[config.mk]
export PLATFORM = sky130hd
export DESIGN_NAME = cpu_bus_cycle_sequencer
export DESIGN_NICKNAME = d
export VERILOG_FILES = /design/src/bus_seq_pkg.sv /design/src/tstate_if.sv /design/src/cpu_bus_cycle_sequencer.sv /design/src/tstate_timer.sv
export VERILOG_INCLUDE_DIRS = /design/src /design/src/src
export SDC_FILE = /design/constraint.sdc
export NUM_CORES = 1
export LEC_CHECK = 0
export BUFFER_PORTS_ARGS = -buffer_cell sky130_fd_sc_hd__buf_4
export CORE_ASPECT_RATIO = 1.1
export CORE_MARGIN = 8
export CORE_UTILIZATION = 45
export DETAILED_ROUTE_END_ITERATION = 10
export PLACE_DENSITY_LB_ADDON = 0.15
export RECOVER_POWER = 25
export SLEW_MARGIN = 15
export SYNTH_ARGS = -nofsm -noshare
export SYNTH_HDL_FRONTEND = slang
export SYNTH_HIERARCHICAL = 1
export SYNTH_SLANG_ARGS = --single-unit
[constraint.sdc]
create_clock -name clk -period 5 [get_ports clk]
set_clock_uncertainty 0.2 [all_clocks]
set_input_delay 0.75 -clock clk [delete_from_list [all_inputs] [get_ports clk]]
set_output_delay 0.75 -clock clk [all_outputs]
set_load 0.005 [all_outputs]
[src/bus_seq_consts.svh]
// Constants for the bus cycle sequencer: status codes, pin levels and timing.
// Assumes inclusion by bare name from every design file that needs them.
`ifndef BUS_SEQ_CONSTS_SVH
`define BUS_SEQ_CONSTS_SVH
`define STAT_INTERRUPT_ACK_STROBE 3'h0
`define STAT_IORD 3'h1
`define STAT_IOWR 3'h2
`define STAT_HALT 3'h3
`define STAT_PREF 3'h4
`define STAT_MEMRD 3'h5
`define STAT_MEMWR 3'h6
`define STAT_PASSIVE 3'h7
`define NIBBLE_ZERO 4'h0
`define NIBBLE_HALT_DMA 4'h8
`define DATA_SETUP_CLKS 2
`define DATA_HOLD_CLKS 1
`endif

[src/bus_seq_pkg.sv]
// Types shared by the bus cycle sequencer and its timing helper.
// Assumes nothing beyond a SystemVerilog compiler.
package bus_seq_pkg;
  typedef enum logic [2:0] {
    KIND_MEMRD = 3'h0,
    KIND_IORD = 3'h1,
    KIND_PREF = 3'h2,
    KIND_MEMWR = 3'h3,
    KIND_IOWR = 3'h4,
    KIND_REFRESH = 3'h5,
    KIND_INTERRUPT_ACK_STROBE = 3'h6,
    KIND_HALT = 3'h7
  } kind_t;
  typedef enum logic [2:0] {
    ST_IDLE = 3'h0,
    ST_T1 = 3'h1,
    ST_T2 = 3'h2,
    ST_T3 = 3'h3,
    ST_TW = 3'h4,
    ST_T4 = 3'h5,
    ST_HALTED = 3'h6
  } state_t;
endpackage

[src/tstate_if.sv]
// Carries the T-state of the current cycle from the sequencer to its helper.
// Assumes both ends share one clock.
interface tstate_if;
  logic [2:0] state;
  logic ready;
  logic t3_done;
  modport seq(output state, output ready, input t3_done);
  modport tim(input state, input ready, output t3_done);
endinterface

[src/cpu_bus_cycle_sequencer.sv]
// Bus cycle sequencer: runs refresh, read, write, acknowledge and halt cycles.
// Assumes requests and ready are synchronous to clk; one request at a time.
`include "bus_seq_consts.svh"
module cpu_bus_cycle_sequencer #(
  parameter int ADDR_W = 20,
  parameter int DATA_W = 16
) (
  // Clock and reset
  input wire logic clk,
  input wire logic rst,
  // Configuration: high for a 16-bit data bus
  input wire logic bus16,
  // Cycle request from the core
  input wire logic req_valid,
  input wire bus_seq_pkg::kind_t req_kind,
  input wire logic [ADDR_W-1:0] req_addr,
  input wire logic [DATA_W-1:0] req_wdata,
  input wire logic req_word,
  output logic req_ready,
  output logic done,
  output logic [DATA_W-1:0] rdata,
  output logic [7:0] vector,
  output logic vector_valid,
  // Wake events while halted
  input wire logic wake_irq,
  input wire logic wake_temp,
  output logic halted,
  // Bus pins
  input wire logic bus_ready,
  input wire logic [DATA_W-1:0] ad_in,
  output logic [DATA_W-1:0] ad_out,
  output logic [DATA_W-1:0] ad_oe_n,
  output logic [7:0] upper_address_byte,
  output logic [3:0] upper_address_nibble,
  output logic ale,
  output logic [2:0] cycle_status,
  output logic rd_n,
  output logic wr_n,
  output logic interrupt_ack_strobe_n,
  output logic upper_byte_enable_n,
  output logic refresh_indicator_n,
  output logic transceiver_enable_n,
  output logic transceiver_direction,
  output logic lock_n,
  output logic chip_select_en
);
  // Cycle timing beyond T3 is decided by the helper below.
  tstate_if tif ();
  tstate_timer u_timer (
    .clk(clk),
    .rst(rst),
    .tif(tif)
  );

  bus_seq_pkg::state_t state_r, state_nxt;
  bus_seq_pkg::kind_t kind_r;
  logic [ADDR_W-1:0] addr_r;
  logic [DATA_W-1:0] wdata_r;
  logic word_r;
  logic second_r;
  logic last_write_r;
  logic hold_data_r;
  logic temp_exit_r;

  assign tif.state = state_r;
  assign tif.ready = bus_ready;

  wire is_write = (kind_r == bus_seq_pkg::KIND_MEMWR) || (kind_r == bus_seq_pkg::KIND_IOWR);
  wire is_io = (kind_r == bus_seq_pkg::KIND_IORD) || (kind_r == bus_seq_pkg::KIND_IOWR);
  wire is_interrupt_ack_strobe = (kind_r == bus_seq_pkg::KIND_INTERRUPT_ACK_STROBE);
  wire is_halt = (kind_r == bus_seq_pkg::KIND_HALT);
  wire is_refresh_indicator = (kind_r == bus_seq_pkg::KIND_REFRESH);
  wire is_read = !is_write && !is_halt;
  wire t3_end = tif.t3_done;
  wire idle_like = (state_r == bus_seq_pkg::ST_IDLE) || (state_r == bus_seq_pkg::ST_HALTED);
  wire take = idle_like && req_valid && !(state_r == bus_seq_pkg::ST_HALTED && !wake_temp
    && !wake_irq);
  // After a temporary exit, an idle sequencer returns to halt with no request and no halt cycle.
  wire rehalt = (state_r == bus_seq_pkg::ST_IDLE) && temp_exit_r;

  // Status code for the cycle in progress, from the held kind.
  logic [2:0] status_sel;
  always_comb begin
    case (kind_r)
      bus_seq_pkg::KIND_MEMRD: status_sel = `STAT_MEMRD;
      bus_seq_pkg::KIND_REFRESH: status_sel = `STAT_MEMRD;
      bus_seq_pkg::KIND_IORD: status_sel = `STAT_IORD;
      bus_seq_pkg::KIND_PREF: status_sel = `STAT_PREF;
      bus_seq_pkg::KIND_MEMWR: status_sel = `STAT_MEMWR;
      bus_seq_pkg::KIND_IOWR: status_sel = `STAT_IOWR;
      bus_seq_pkg::KIND_INTERRUPT_ACK_STROBE: status_sel = `STAT_INTERRUPT_ACK_STROBE;
      bus_seq_pkg::KIND_HALT: status_sel = `STAT_HALT;
      default: status_sel = `STAT_PASSIVE;
    endcase
  end

  // Address with refresh forcing A0 high.
  wire [ADDR_W-1:0] addr_eff = is_refresh_indicator ? (addr_r | {{(ADDR_W-1){1'b0}}, 1'b1}) : addr_r;
  // I/O cycles drive the top nibble to zero.
  wire [3:0] nib_addr = is_io ? `NIBBLE_ZERO : addr_eff[ADDR_W-1:ADDR_W-4];
  // Upper enable: high on refresh, else low for word or odd byte on a 16-bit bus.
  wire ube_lvl_n = is_refresh_indicator ? 1'b1 : !(bus16 && (word_r || addr_r[0]));

  always_comb begin
    state_nxt = state_r;
    case (state_r)
      bus_seq_pkg::ST_IDLE: if (take || rehalt) state_nxt = rehalt && !take ?
        bus_seq_pkg::ST_HALTED : bus_seq_pkg::ST_T1;
      bus_seq_pkg::ST_T1: state_nxt = bus_seq_pkg::ST_T2;
      bus_seq_pkg::ST_T2: state_nxt = bus_seq_pkg::ST_T3;
      bus_seq_pkg::ST_T3: state_nxt = is_halt ? bus_seq_pkg::ST_HALTED :
        (t3_end ? bus_seq_pkg::ST_T4 : bus_seq_pkg::ST_TW);
      bus_seq_pkg::ST_TW: if (t3_end) state_nxt = bus_seq_pkg::ST_T4;
      bus_seq_pkg::ST_T4: state_nxt = interrupt_ack_strobe_again ? bus_seq_pkg::ST_T1 : bus_seq_pkg::ST_IDLE;
      bus_seq_pkg::ST_HALTED: if (take) state_nxt = bus_seq_pkg::ST_T1;
      default: state_nxt = bus_seq_pkg::ST_IDLE;
    endcase
  end

  always_ff @(posedge clk or posedge rst) begin
    if (rst) begin
      state_r <= bus_seq_pkg::ST_IDLE;
      kind_r <= bus_seq_pkg::KIND_PREF;
      addr_r <= '0;
      wdata_r <= '0;
      word_r <= 1'b0;
    end else begin
      state_r <= state_nxt;
      if (take) begin
        kind_r <= req_kind;
        addr_r <= req_addr;
        wdata_r <= req_wdata;
        word_r <= req_word;
      end
    end
  end

  // Second acknowledge cycle follows the first with no request in between.
  always_ff @(posedge clk or posedge rst) begin
    if (rst) second_r <= 1'b0;
    else if (state_r == bus_seq_pkg::ST_T4 && is_interrupt_ack_strobe) second_r <= !second_r;
  end
  wire interrupt_ack_strobe_again = is_interrupt_ack_strobe && !second_r;

  // Temporary exit: a request while halted, then a return without a halt cycle.
  always_ff @(posedge clk or posedge rst) begin
    if (rst) temp_exit_r <= 1'b0;
    else if (state_r == bus_seq_pkg::ST_HALTED && take) temp_exit_r <= !wake_irq;
    else if (state_r == bus_seq_pkg::ST_IDLE) temp_exit_r <= 1'b0;
  end

  always_ff @(posedge clk or posedge rst) begin
    if (rst) last_write_r <= 1'b0;
    else if (state_r == bus_seq_pkg::ST_T4) last_write_r <= is_write;
  end

  // Write data held into the clock after the strobe rises.
  always_ff @(posedge clk or posedge rst) begin
    if (rst) hold_data_r <= 1'b0;
    else hold_data_r <= (state_nxt == bus_seq_pkg::ST_T4) && is_write;
  end

  // Values of the cycle being launched, taken from the request or the held copy.
  wire bus_seq_pkg::kind_t kind_nxt = take ? req_kind : kind_r;
  wire [ADDR_W-1:0] addr_raw = take ? req_addr : addr_r;
  wire is_refresh_indicator_nxt = (kind_nxt == bus_seq_pkg::KIND_REFRESH);
  wire is_interrupt_ack_strobe_nxt = (kind_nxt == bus_seq_pkg::KIND_INTERRUPT_ACK_STROBE);
  wire is_halt_nxt = (kind_nxt == bus_seq_pkg::KIND_HALT);
  wire is_io_nxt = (kind_nxt == bus_seq_pkg::KIND_IORD) ||
    (kind_nxt == bus_seq_pkg::KIND_IOWR);
  wire [ADDR_W-1:0] addr_nxt = is_refresh_indicator_nxt ? (addr_raw | {{(ADDR_W-1){1'b0}}, 1'b1}) :
    addr_raw;
  wire [3:0] nib_nxt = is_io_nxt ? `NIBBLE_ZERO : addr_nxt[ADDR_W-1:ADDR_W-4];
  wire ube_nxt = is_refresh_indicator_nxt ? 1'b1 : !(bus16 && ((take ? req_word : word_r) || addr_raw[0]));

  // Pin registers.
  logic active;
  assign active = !idle_like;
  always_ff @(posedge clk or posedge rst) begin
    if (rst) begin
      ale <= 1'b0;
      cycle_status <= `STAT_PASSIVE;
      rd_n <= 1'b1;
      wr_n <= 1'b1;
      interrupt_ack_strobe_n <= 1'b1;
      upper_byte_enable_n <= 1'b1;
      refresh_indicator_n <= 1'b1;
      transceiver_enable_n <= 1'b1;
      transceiver_direction <= 1'b1;
      lock_n <= 1'b1;
      chip_select_en <= 1'b0;
      ad_out <= '0;
      ad_oe_n <= '1;
      upper_address_byte <= 8'h00;
      upper_address_nibble <= `NIBBLE_ZERO;
    end else begin
      // Latch strobe and status open every cycle.
      ale <= (state_nxt == bus_seq_pkg::ST_T1);
      cycle_status <= (state_nxt == bus_seq_pkg::ST_T1) ? status_sel_next() :
        (state_nxt == bus_seq_pkg::ST_HALTED ? `STAT_PASSIVE : cycle_status);
      rd_n <= !(is_read && !is_interrupt_ack_strobe && !idle_like && (state_nxt == bus_seq_pkg::ST_T2 ||
        state_nxt == bus_seq_pkg::ST_T3 || state_nxt == bus_seq_pkg::ST_TW));
      interrupt_ack_strobe_n <= !(is_interrupt_ack_strobe && (state_nxt == bus_seq_pkg::ST_T2 ||
        state_nxt == bus_seq_pkg::ST_T3 || state_nxt == bus_seq_pkg::ST_TW));
      // Strobe covers T2 through wait states; rises entering T4.
      wr_n <= !(is_write && (state_nxt == bus_seq_pkg::ST_T2 ||
        state_nxt == bus_seq_pkg::ST_T3 || state_nxt == bus_seq_pkg::ST_TW));
      // Refresh indicator tracks the upper enable timing.
      if (state_nxt == bus_seq_pkg::ST_T1) begin
        upper_byte_enable_n <= ube_nxt;
        refresh_indicator_n <= !(is_refresh_indicator_nxt && !bus16);
      end else if (state_nxt == bus_seq_pkg::ST_HALTED) begin
        refresh_indicator_n <= 1'b1;
      end
      transceiver_enable_n <= !(active && !is_halt && state_nxt != bus_seq_pkg::ST_T1 &&
        state_nxt != bus_seq_pkg::ST_IDLE);
      // Direction low only for reads, fetches and acknowledge.
      transceiver_direction <= (state_nxt == bus_seq_pkg::ST_HALTED) ? 1'b1 :
        !(active && is_read && !is_halt);
      lock_n <= !(is_interrupt_ack_strobe && (interrupt_ack_strobe_again || state_r != bus_seq_pkg::ST_T4)
        && active);
      chip_select_en <= active && !is_halt && !is_interrupt_ack_strobe;
      // Muxed bus drive.
      if (state_nxt == bus_seq_pkg::ST_T1 && !(is_interrupt_ack_strobe_nxt || is_halt_nxt)) begin
        ad_out <= addr_nxt[DATA_W-1:0];
        ad_oe_n <= '0;
      end else if (state_nxt == bus_seq_pkg::ST_T1 && is_halt_nxt && last_write_r) begin
        ad_oe_n <= '0;
      end else if (is_write && state_nxt != bus_seq_pkg::ST_IDLE) begin
        ad_out <= wdata_r;
        ad_oe_n <= '0;
      end else if (hold_data_r) begin
        ad_oe_n <= '0;
      end else begin
        ad_oe_n <= '1;
      end
      if (state_nxt == bus_seq_pkg::ST_T1 && !is_halt_nxt) begin
        upper_address_byte <= is_interrupt_ack_strobe_nxt ? upper_address_byte : addr_nxt[15:8];
        upper_address_nibble <= nib_nxt;
      end
    end
  end

  function automatic logic [2:0] status_sel_next();
    case (kind_nxt)
      bus_seq_pkg::KIND_MEMRD: return `STAT_MEMRD;
      bus_seq_pkg::KIND_REFRESH: return `STAT_MEMRD;
      bus_seq_pkg::KIND_IORD: return `STAT_IORD;
      bus_seq_pkg::KIND_PREF: return `STAT_PREF;
      bus_seq_pkg::KIND_MEMWR: return `STAT_MEMWR;
      bus_seq_pkg::KIND_IOWR: return `STAT_IOWR;
      bus_seq_pkg::KIND_INTERRUPT_ACK_STROBE: return `STAT_INTERRUPT_ACK_STROBE;
      default: return `STAT_HALT;
    endcase
  endfunction

  // Core handshake and read data capture.
  always_ff @(posedge clk or posedge rst) begin
    if (rst) begin
      req_ready <= 1'b0;
      done <= 1'b0;
      rdata <= '0;
      vector <= 8'h00;
      vector_valid <= 1'b0;
      halted <= 1'b0;
    end else begin
      req_ready <= (state_nxt == bus_seq_pkg::ST_IDLE && !rehalt) ||
        state_nxt == bus_seq_pkg::ST_HALTED;
      done <= (state_r == bus_seq_pkg::ST_T4) && !interrupt_ack_strobe_again;
      // Refresh data is ignored.
      if (t3_end && is_read && !is_refresh_indicator && !is_interrupt_ack_strobe) rdata <= ad_in;
      vector_valid <= t3_end && is_interrupt_ack_strobe && second_r;
      if (t3_end && is_interrupt_ack_strobe && second_r) vector <= ad_in[7:0];
      halted <= (state_nxt == bus_seq_pkg::ST_HALTED);
    end
  end
endmodule

[src/tstate_timer.sv]
// Decides when T3 or a wait state ends, from the sampled bus ready.
// Assumes the sequencer drives state and ready on the same clock.
module tstate_timer (
  // Clock and reset
  input wire logic clk,
  input wire logic rst,
  // Link to the sequencer
  tstate_if.tim tif
);
  // Each wait state held here lengthens the cycle and the strobe.
  wire in_data_phase = (tif.state == bus_seq_pkg::ST_T3) || (tif.state == bus_seq_pkg::ST_TW);
  // Blocks a second end in the clock right after one, while the state moves on.
  logic done_r;
  always_ff @(posedge clk or posedge rst) begin
    if (rst) done_r <= 1'b0;
    else done_r <= tif.t3_done;
  end
  assign tif.t3_done = in_data_phase && tif.ready && !done_r;
endmodule

==> results of run 1 <==
## power breakdown
| group | internal, W | total, W | switching (W) |
|---|---|---|---|
| registers | 0.00146 | 0.00176 | 0.000299 |
| logic | 0.00104 | 0.00204 | 0.000998 |
| clock network | 0.000832 | 0.00124 | 0.000405 |
| total | 0.00334 | 0.00504 | 0.00170 |
## final timing paths
kind	from	to	slack [ps]	cells after the start
hold / removal	hold_data_r$_DFF_PP0_	ad_oe_n[14]$_DFF_PP1_	200	1
min in group asynchronous	rst	u_timer/done_r$_DFF_PP0_	560	3
setup reg to reg	state_r[2]$_DFF_PP0_	ad_out[5]$_DFFE_PP0P_	1220	9
hold reg to reg	hold_data_r$_DFF_PP0_	ad_oe_n[14]$_DFF_PP1_	200	1
max in group asynchronous	rst	ad_out[7]$_DFFE_PP0P_	2600	4
setup / recovery	state_r[2]$_DFF_PP0_	ad_out[5]$_DFFE_PP0P_	1220	9
## per-layer routing
layer / wire length, µm / vias up
met5: 0 / -
li1: - / 1820
met2: 6423 / 116
met4: 178 / 0
met3: 651 / 12
met1: 5146 / 1892
## final cells by class
type / count / area share
inverters: 17 / 0.009673
clock inverters: 9 / 0.01789
well taps: 150 / 0.02738
clock buffers: 23 / 0.07118
repair buffers: 152 / 0.1602
multi-input cells: 289 / 0.2805
flip-flops and latches: 118 / 0.4331
## through the flow
step | instances | hold WS (ps)
3_5_place_dp | 725 | 166.4
3_3_place_gp | 725 | 157.8
6_report | 758 | 201.3
2_1_floorplan | 459 | 141.2
5_1_grt | 758 | 208.6
4_1_cts | 758 | 200.5
## registers in the layout (all words and copies together) (netlist names), 3 cells and up
register              count
addr_r                   20
ad_out                   16
rdata                    16
wdata_r                  16
upper_address_byte        8
vector                    8
upper_address_nibble      4
cycle_status              3
kind_r                    3
state_r                   3
## worst max-delay path: stages, from the launching register on
cell      delay [ps]
dfrtp_1          640
or3b_1           390
a21oi_1          340
nor4bb_1         320
a41oi_2          100
nand3_2          180
nand2_2          150
inv_2            150
and2_2           750
mux2_2           410
## synth_stat cells, drive strengths merged, types with 7 or more instances
cell,n,area [µm²]
a22oi,7,87.58
dfstp,13,341.6
nand2b,13,81.33
nand2,95,359.1
buf,33,215.2
mux2i,10,100.1
nor2,18,67.56
a21oi,28,173.9
inv,17,63.81
mux2,41,461.7
dfrtp,105,2628
o21ai,12,60.06
## what timing repair did
action	4_1_cts	5_1_grt
setup endpoints to repair	0	0
hold buffers	1	0
endpoints found under the hold margin	1	0
## kinds of logic (layout without fill, tap and decap cells)
family,Yosys count,in the layout,share of synthesized area
compound gates,77,77,0.1161
simple gates,159,159,0.1439
buf+inv,52,201,0.05529
mux,51,51,0.1084
xor+xnor,2,2,0.003381
flops,118,118,0.5729
==> summary.txt, run 1 <==
PwrDens - 735.1 nW/µm²
Ys Warns - 6
Data arrival, critical path - 3870 ps
Multi-input logic area - 1923 µm²
Max Root-Sink Buffers - 2
Cell area after placement - 6297 µm²
Layout cell share with drive strength beyond 1 - 0.4128
Initial antenna violation count - 0
Starting Density - 0.4571
Maximum VDD drop - 0.2709 mV
# nets final - 658
Initial detailed-routing violation count - 157
Ant. Diodes - 0
Final Util - 0.6047
DRC viols - 0
Max Cap Viol - 0
Total Routing Usage GR - 0.1709
Drt total wl - 12,400 µm
Core ar. - 11,340 µm²
Drt first pass iters - 4
Met2 usage - 0.2914
Final hold vios - 0
RSZ-0062 raised after global routing - no
WP data required - 5090 ps
DRT antenna net count - 0
Grt ovf - 0
Top FF cell, synth - dfrtp_1
Commonest non-fill, non-tap cell in the layout - dfrtp_1
Fmax - 0.2645 GHz
Async set-or-reset flop fraction in the synthesized netlist - 1.000
Post-CTS setup buffers - 0
DIE HEIGHT - 128.6 µm
Met1 GRT Util - 0.1960
Sequential cell area - 2969 µm²
CP Launch Type - flop
Slew Limit Fails - 0
Filler Cells Inserted - 990
Die X - 118.3 µm
Relative slew slack - 0.3375
Io pins - 148
Setup crit end kind - flop
Final setup margin - 1219 ps
Rows - 41
Sequential fraction of the synthesis area - 0.5729
IO buf count - 147
Skew-Pair Late Insertion Delay - 400 ps
GR peak layer - met2
Crit path time final - 3781 ps
Post-synthesis cell type count - 55
Commonest cells after routing, fill and taps aside - dfrtp_1, nand2_1, buf_4
Post-synth net total - 522
Critical path class - flop to flop
P_leak - 3.338 nW
Final Cell Area - 6855 µm²
Clock Sinks - 118
Vias after detailed routing - 3,840
TritonCTS buffer count - 17
Cell Area, Synth - 5182 µm²
Die Area - 15,210 µm²
Status - complete, no violations
Slew @ Worst Pin - 993.8 ps
Fin crit share - 0.7563
Total power - 0.005040 W
Critical-path maximum fanout - 39
Clock Pin Slew Worst Setup and Hold Paths - 50 ps
Area delta synth->final - 32.28%
Final setup violation count - 0
CTS tree - built
First-pass GRT wire length - 20,690 µm
HPWL after detailed placement - 8915 µm
Root buf cell - clkbuf_16
Drt wl/cell - 16.36 µm
Yosys reg bits - 118
Vias in the first global route - 4,094
GPL Wtd Cong - 0.8555
Dpl ws - 1208 ps
H-tree depth - 4
Min-Delay Path Class - flop to flop
Synthesized area per cell - 11.29 µm²
Vias per Instance - 5.066
Setup TNS - 0 ps
Largest net degree at the start of global routing - 84
Cells after Synth - 459
Post-CTS Resized - 0
Met3 GRT Util - 0.05344
EDFF count, synth - 0
(Power assumes the default switching activity.)
==> inputs of run 2 (changes only) <==
clock period = 3.85 ns   (was 5 ns; I/O delays follow)
==> run 2 against run 1 <==
The flow now finishes with violations (max-capacitance violations, max-slew violations). Hold slack got worse by 41 ps. Die area did not move. Maximum frequency rose by 11%.
==> summary.txt, run 2 (synthesized netlist as in run 1, its figures left out) <==
Status - finished with violations
Failing checks - max-capacitance violations, max-slew violations
CP Launch Type - flop
HPWL after detailed placement - 8966 µm
GPL Wtd Cong - 0.8461
Hold depth - 3
Vias after detailed routing - 3,830
PwrDens - 932.3 nW/µm²
Total Routing Usage GR - 0.1665
Post-CTS Resized - 0
Critical-path maximum fanout - 22
Min-Delay Path Class - input pin to flop
Fmax - 0.2945 GHz
Critical path class - flop to flop
RSZ-0062 raised after global routing - no
First-pass GRT wire length - 20,330 µm
DRC viols - 0
Setup TNS - 0 ps
Core ar. - 11,340 µm²
Crit path time final - 3395 ps
Die Area - 15,210 µm²
Post-CTS setup buffers - 0
Data arrival, critical path - 3520 ps
Drt total wl - 12,410 µm
FF-to-FF path depth - 11
Io pins - 148
Drt wl/cell - 16.26 µm
Number of flip-flops in the largest register - 20
Rows - 41
Clock Pin Slew Worst Setup and Hold Paths - 60 ps
Max Root-Sink Buffers - 2
Drt first pass iters - 4
TritonCTS buffer count - 17
Slew Limit Fails - 41
Vias in the first global route - 4,067
CTS tree - built
Setup crit end kind - flop
Root buf cell - clkbuf_16
# nets final - 663
Clock Sinks - 118
Dpl ws - 497.1 ps
Largest net degree at the start of global routing - 78
WP data required - 3970 ps
Vias per Instance - 5.020
Starting Density - 0.4571
Initial detailed-routing violation count - 161
Largest register by flop count - addr_r
Skew-Pair Late Insertion Delay - 400 ps
H-tree depth - 4
Commonest non-fill, non-tap cell in the layout - dfrtp_1
P_leak - 3.328 nW
Final setup margin - 454.5 ps
Layout cell share with drive strength beyond 1 - 0.4160
Relative slew slack - -0.1898
Max Cap Viol - 1
Area delta synth->final - 31.82%
Final setup violation count - 0
Maximum VDD drop - 0.3840 mV
Initial antenna violation count - 0
IO buf count - 147
Slew @ Worst Pin - 1775 ps
Die X - 118.3 µm
Commonest cells after routing, fill and taps aside - dfrtp_1, buf_4, nand2_1
DIE HEIGHT - 128.6 µm
Ant. Diodes - 0
Grt ovf - 0
Fin crit share - 0.8819
DRT antenna net count - 0
Final hold vios - 0
## run 2: changes by cell type in the layout (fill, tap and decap cells not counted), moves of 3 or more
| cell | change |
|---|---|
| buf_4 | +9 |
| clkbuf_4 | -6 |
| clkinv_2 | +3 |
| bufinv_16 | -3 |
## run 2: final cells by class
cell class | count | area (µm²)
clock inverter | 10 | 55.05
inverter | 17 | 65.06
sequential | 118 | 2969
tap | 150 | 187.7
clock buffer | 22 | 474.2
timing repair buffer | 157 | 1145
multi-input combinational | 289 | 1936
fill | 951 | 4506
## run 2: final timing paths
| check | from | end | slack [ps] |
|---|---|---|---|
| max | state_r[2]$_DFF_PP0_ | upper_address_byte[5]$_DFFE_PP0P_ | 450 |
| max reg2reg | state_r[2]$_DFF_PP0_ | upper_address_byte[5]$_DFFE_PP0P_ | 450 |
| max in group asynchronous | rst | upper_byte_enable_n$_DFFE_PP1N_ | 1410 |
| min | req_wdata[12] | wdata_r[12]$_DFFE_PP0N_ | 160 |
| min reg2reg | hold_data_r$_DFF_PP0_ | ad_oe_n[14]$_DFF_PP1_ | 180 |
| min in group asynchronous | rst | u_timer/done_r$_DFF_PP0_ | 370 |
## run 2: critical path: stages, from the launching register on
cell and delay [ps]:
dfrtp_1 670, or3b_1 400, a21oi_1 170, nor4bb_1 310, a41oi_2 100, nand3_2 160
nand2_2 140, inv_2 150, and2_2 430, buf_4 370, nor2_1 70, a21oi_1 120
## run 2: through the flow
| stage | utilization | total power (W) | hold WS [ps] | instance area [µm²] | std cells |
|---|---|---|---|---|---|
| 6_report | 0.6026 | 0.006369 | 160.8 | 6832 | 763 |
| 5_1_grt | 0.6026 | 0.006822 | 157.7 | 6832 | 763 |
| 4_1_cts | 0.6075 | 0.006523 | 151.5 | 6888 | 763 |
| 3_5_place_dp | 0.5600 | 0.005101 | 165.3 | 6349 | 730 |
| 3_3_place_gp | 0.5600 | 0.005023 | 163.1 | 6349 | 730 |
| 2_1_floorplan | - | 0.004057 | 106.2 | 5186 | 459 |
## run 2: power breakdown
group / leakage (nW) / total [W] / internal [W] / switching, W
registers: 1.43 / 0.00228 / 0.00190 / 0.000383
clock network: 0.265 / 0.00139 / 0.000862 / 0.000524
logic: 1.63 / 0.00270 / 0.00139 / 0.00132
total: 3.33 / 0.00637 / 0.00415 / 0.00222
## run 2: timing repair
item	4_1_cts	5_1_grt
endpoints found under the hold margin	1	0
setup endpoints to repair	0	0
hold buffers	1	0
## run 2: per-layer routing
metal,track usage,share of wire
met1,0.1971,0.42
met5,0,0
met4,0.06259,0.016
met3,0.05212,0.055
met2,0.2800,0.51
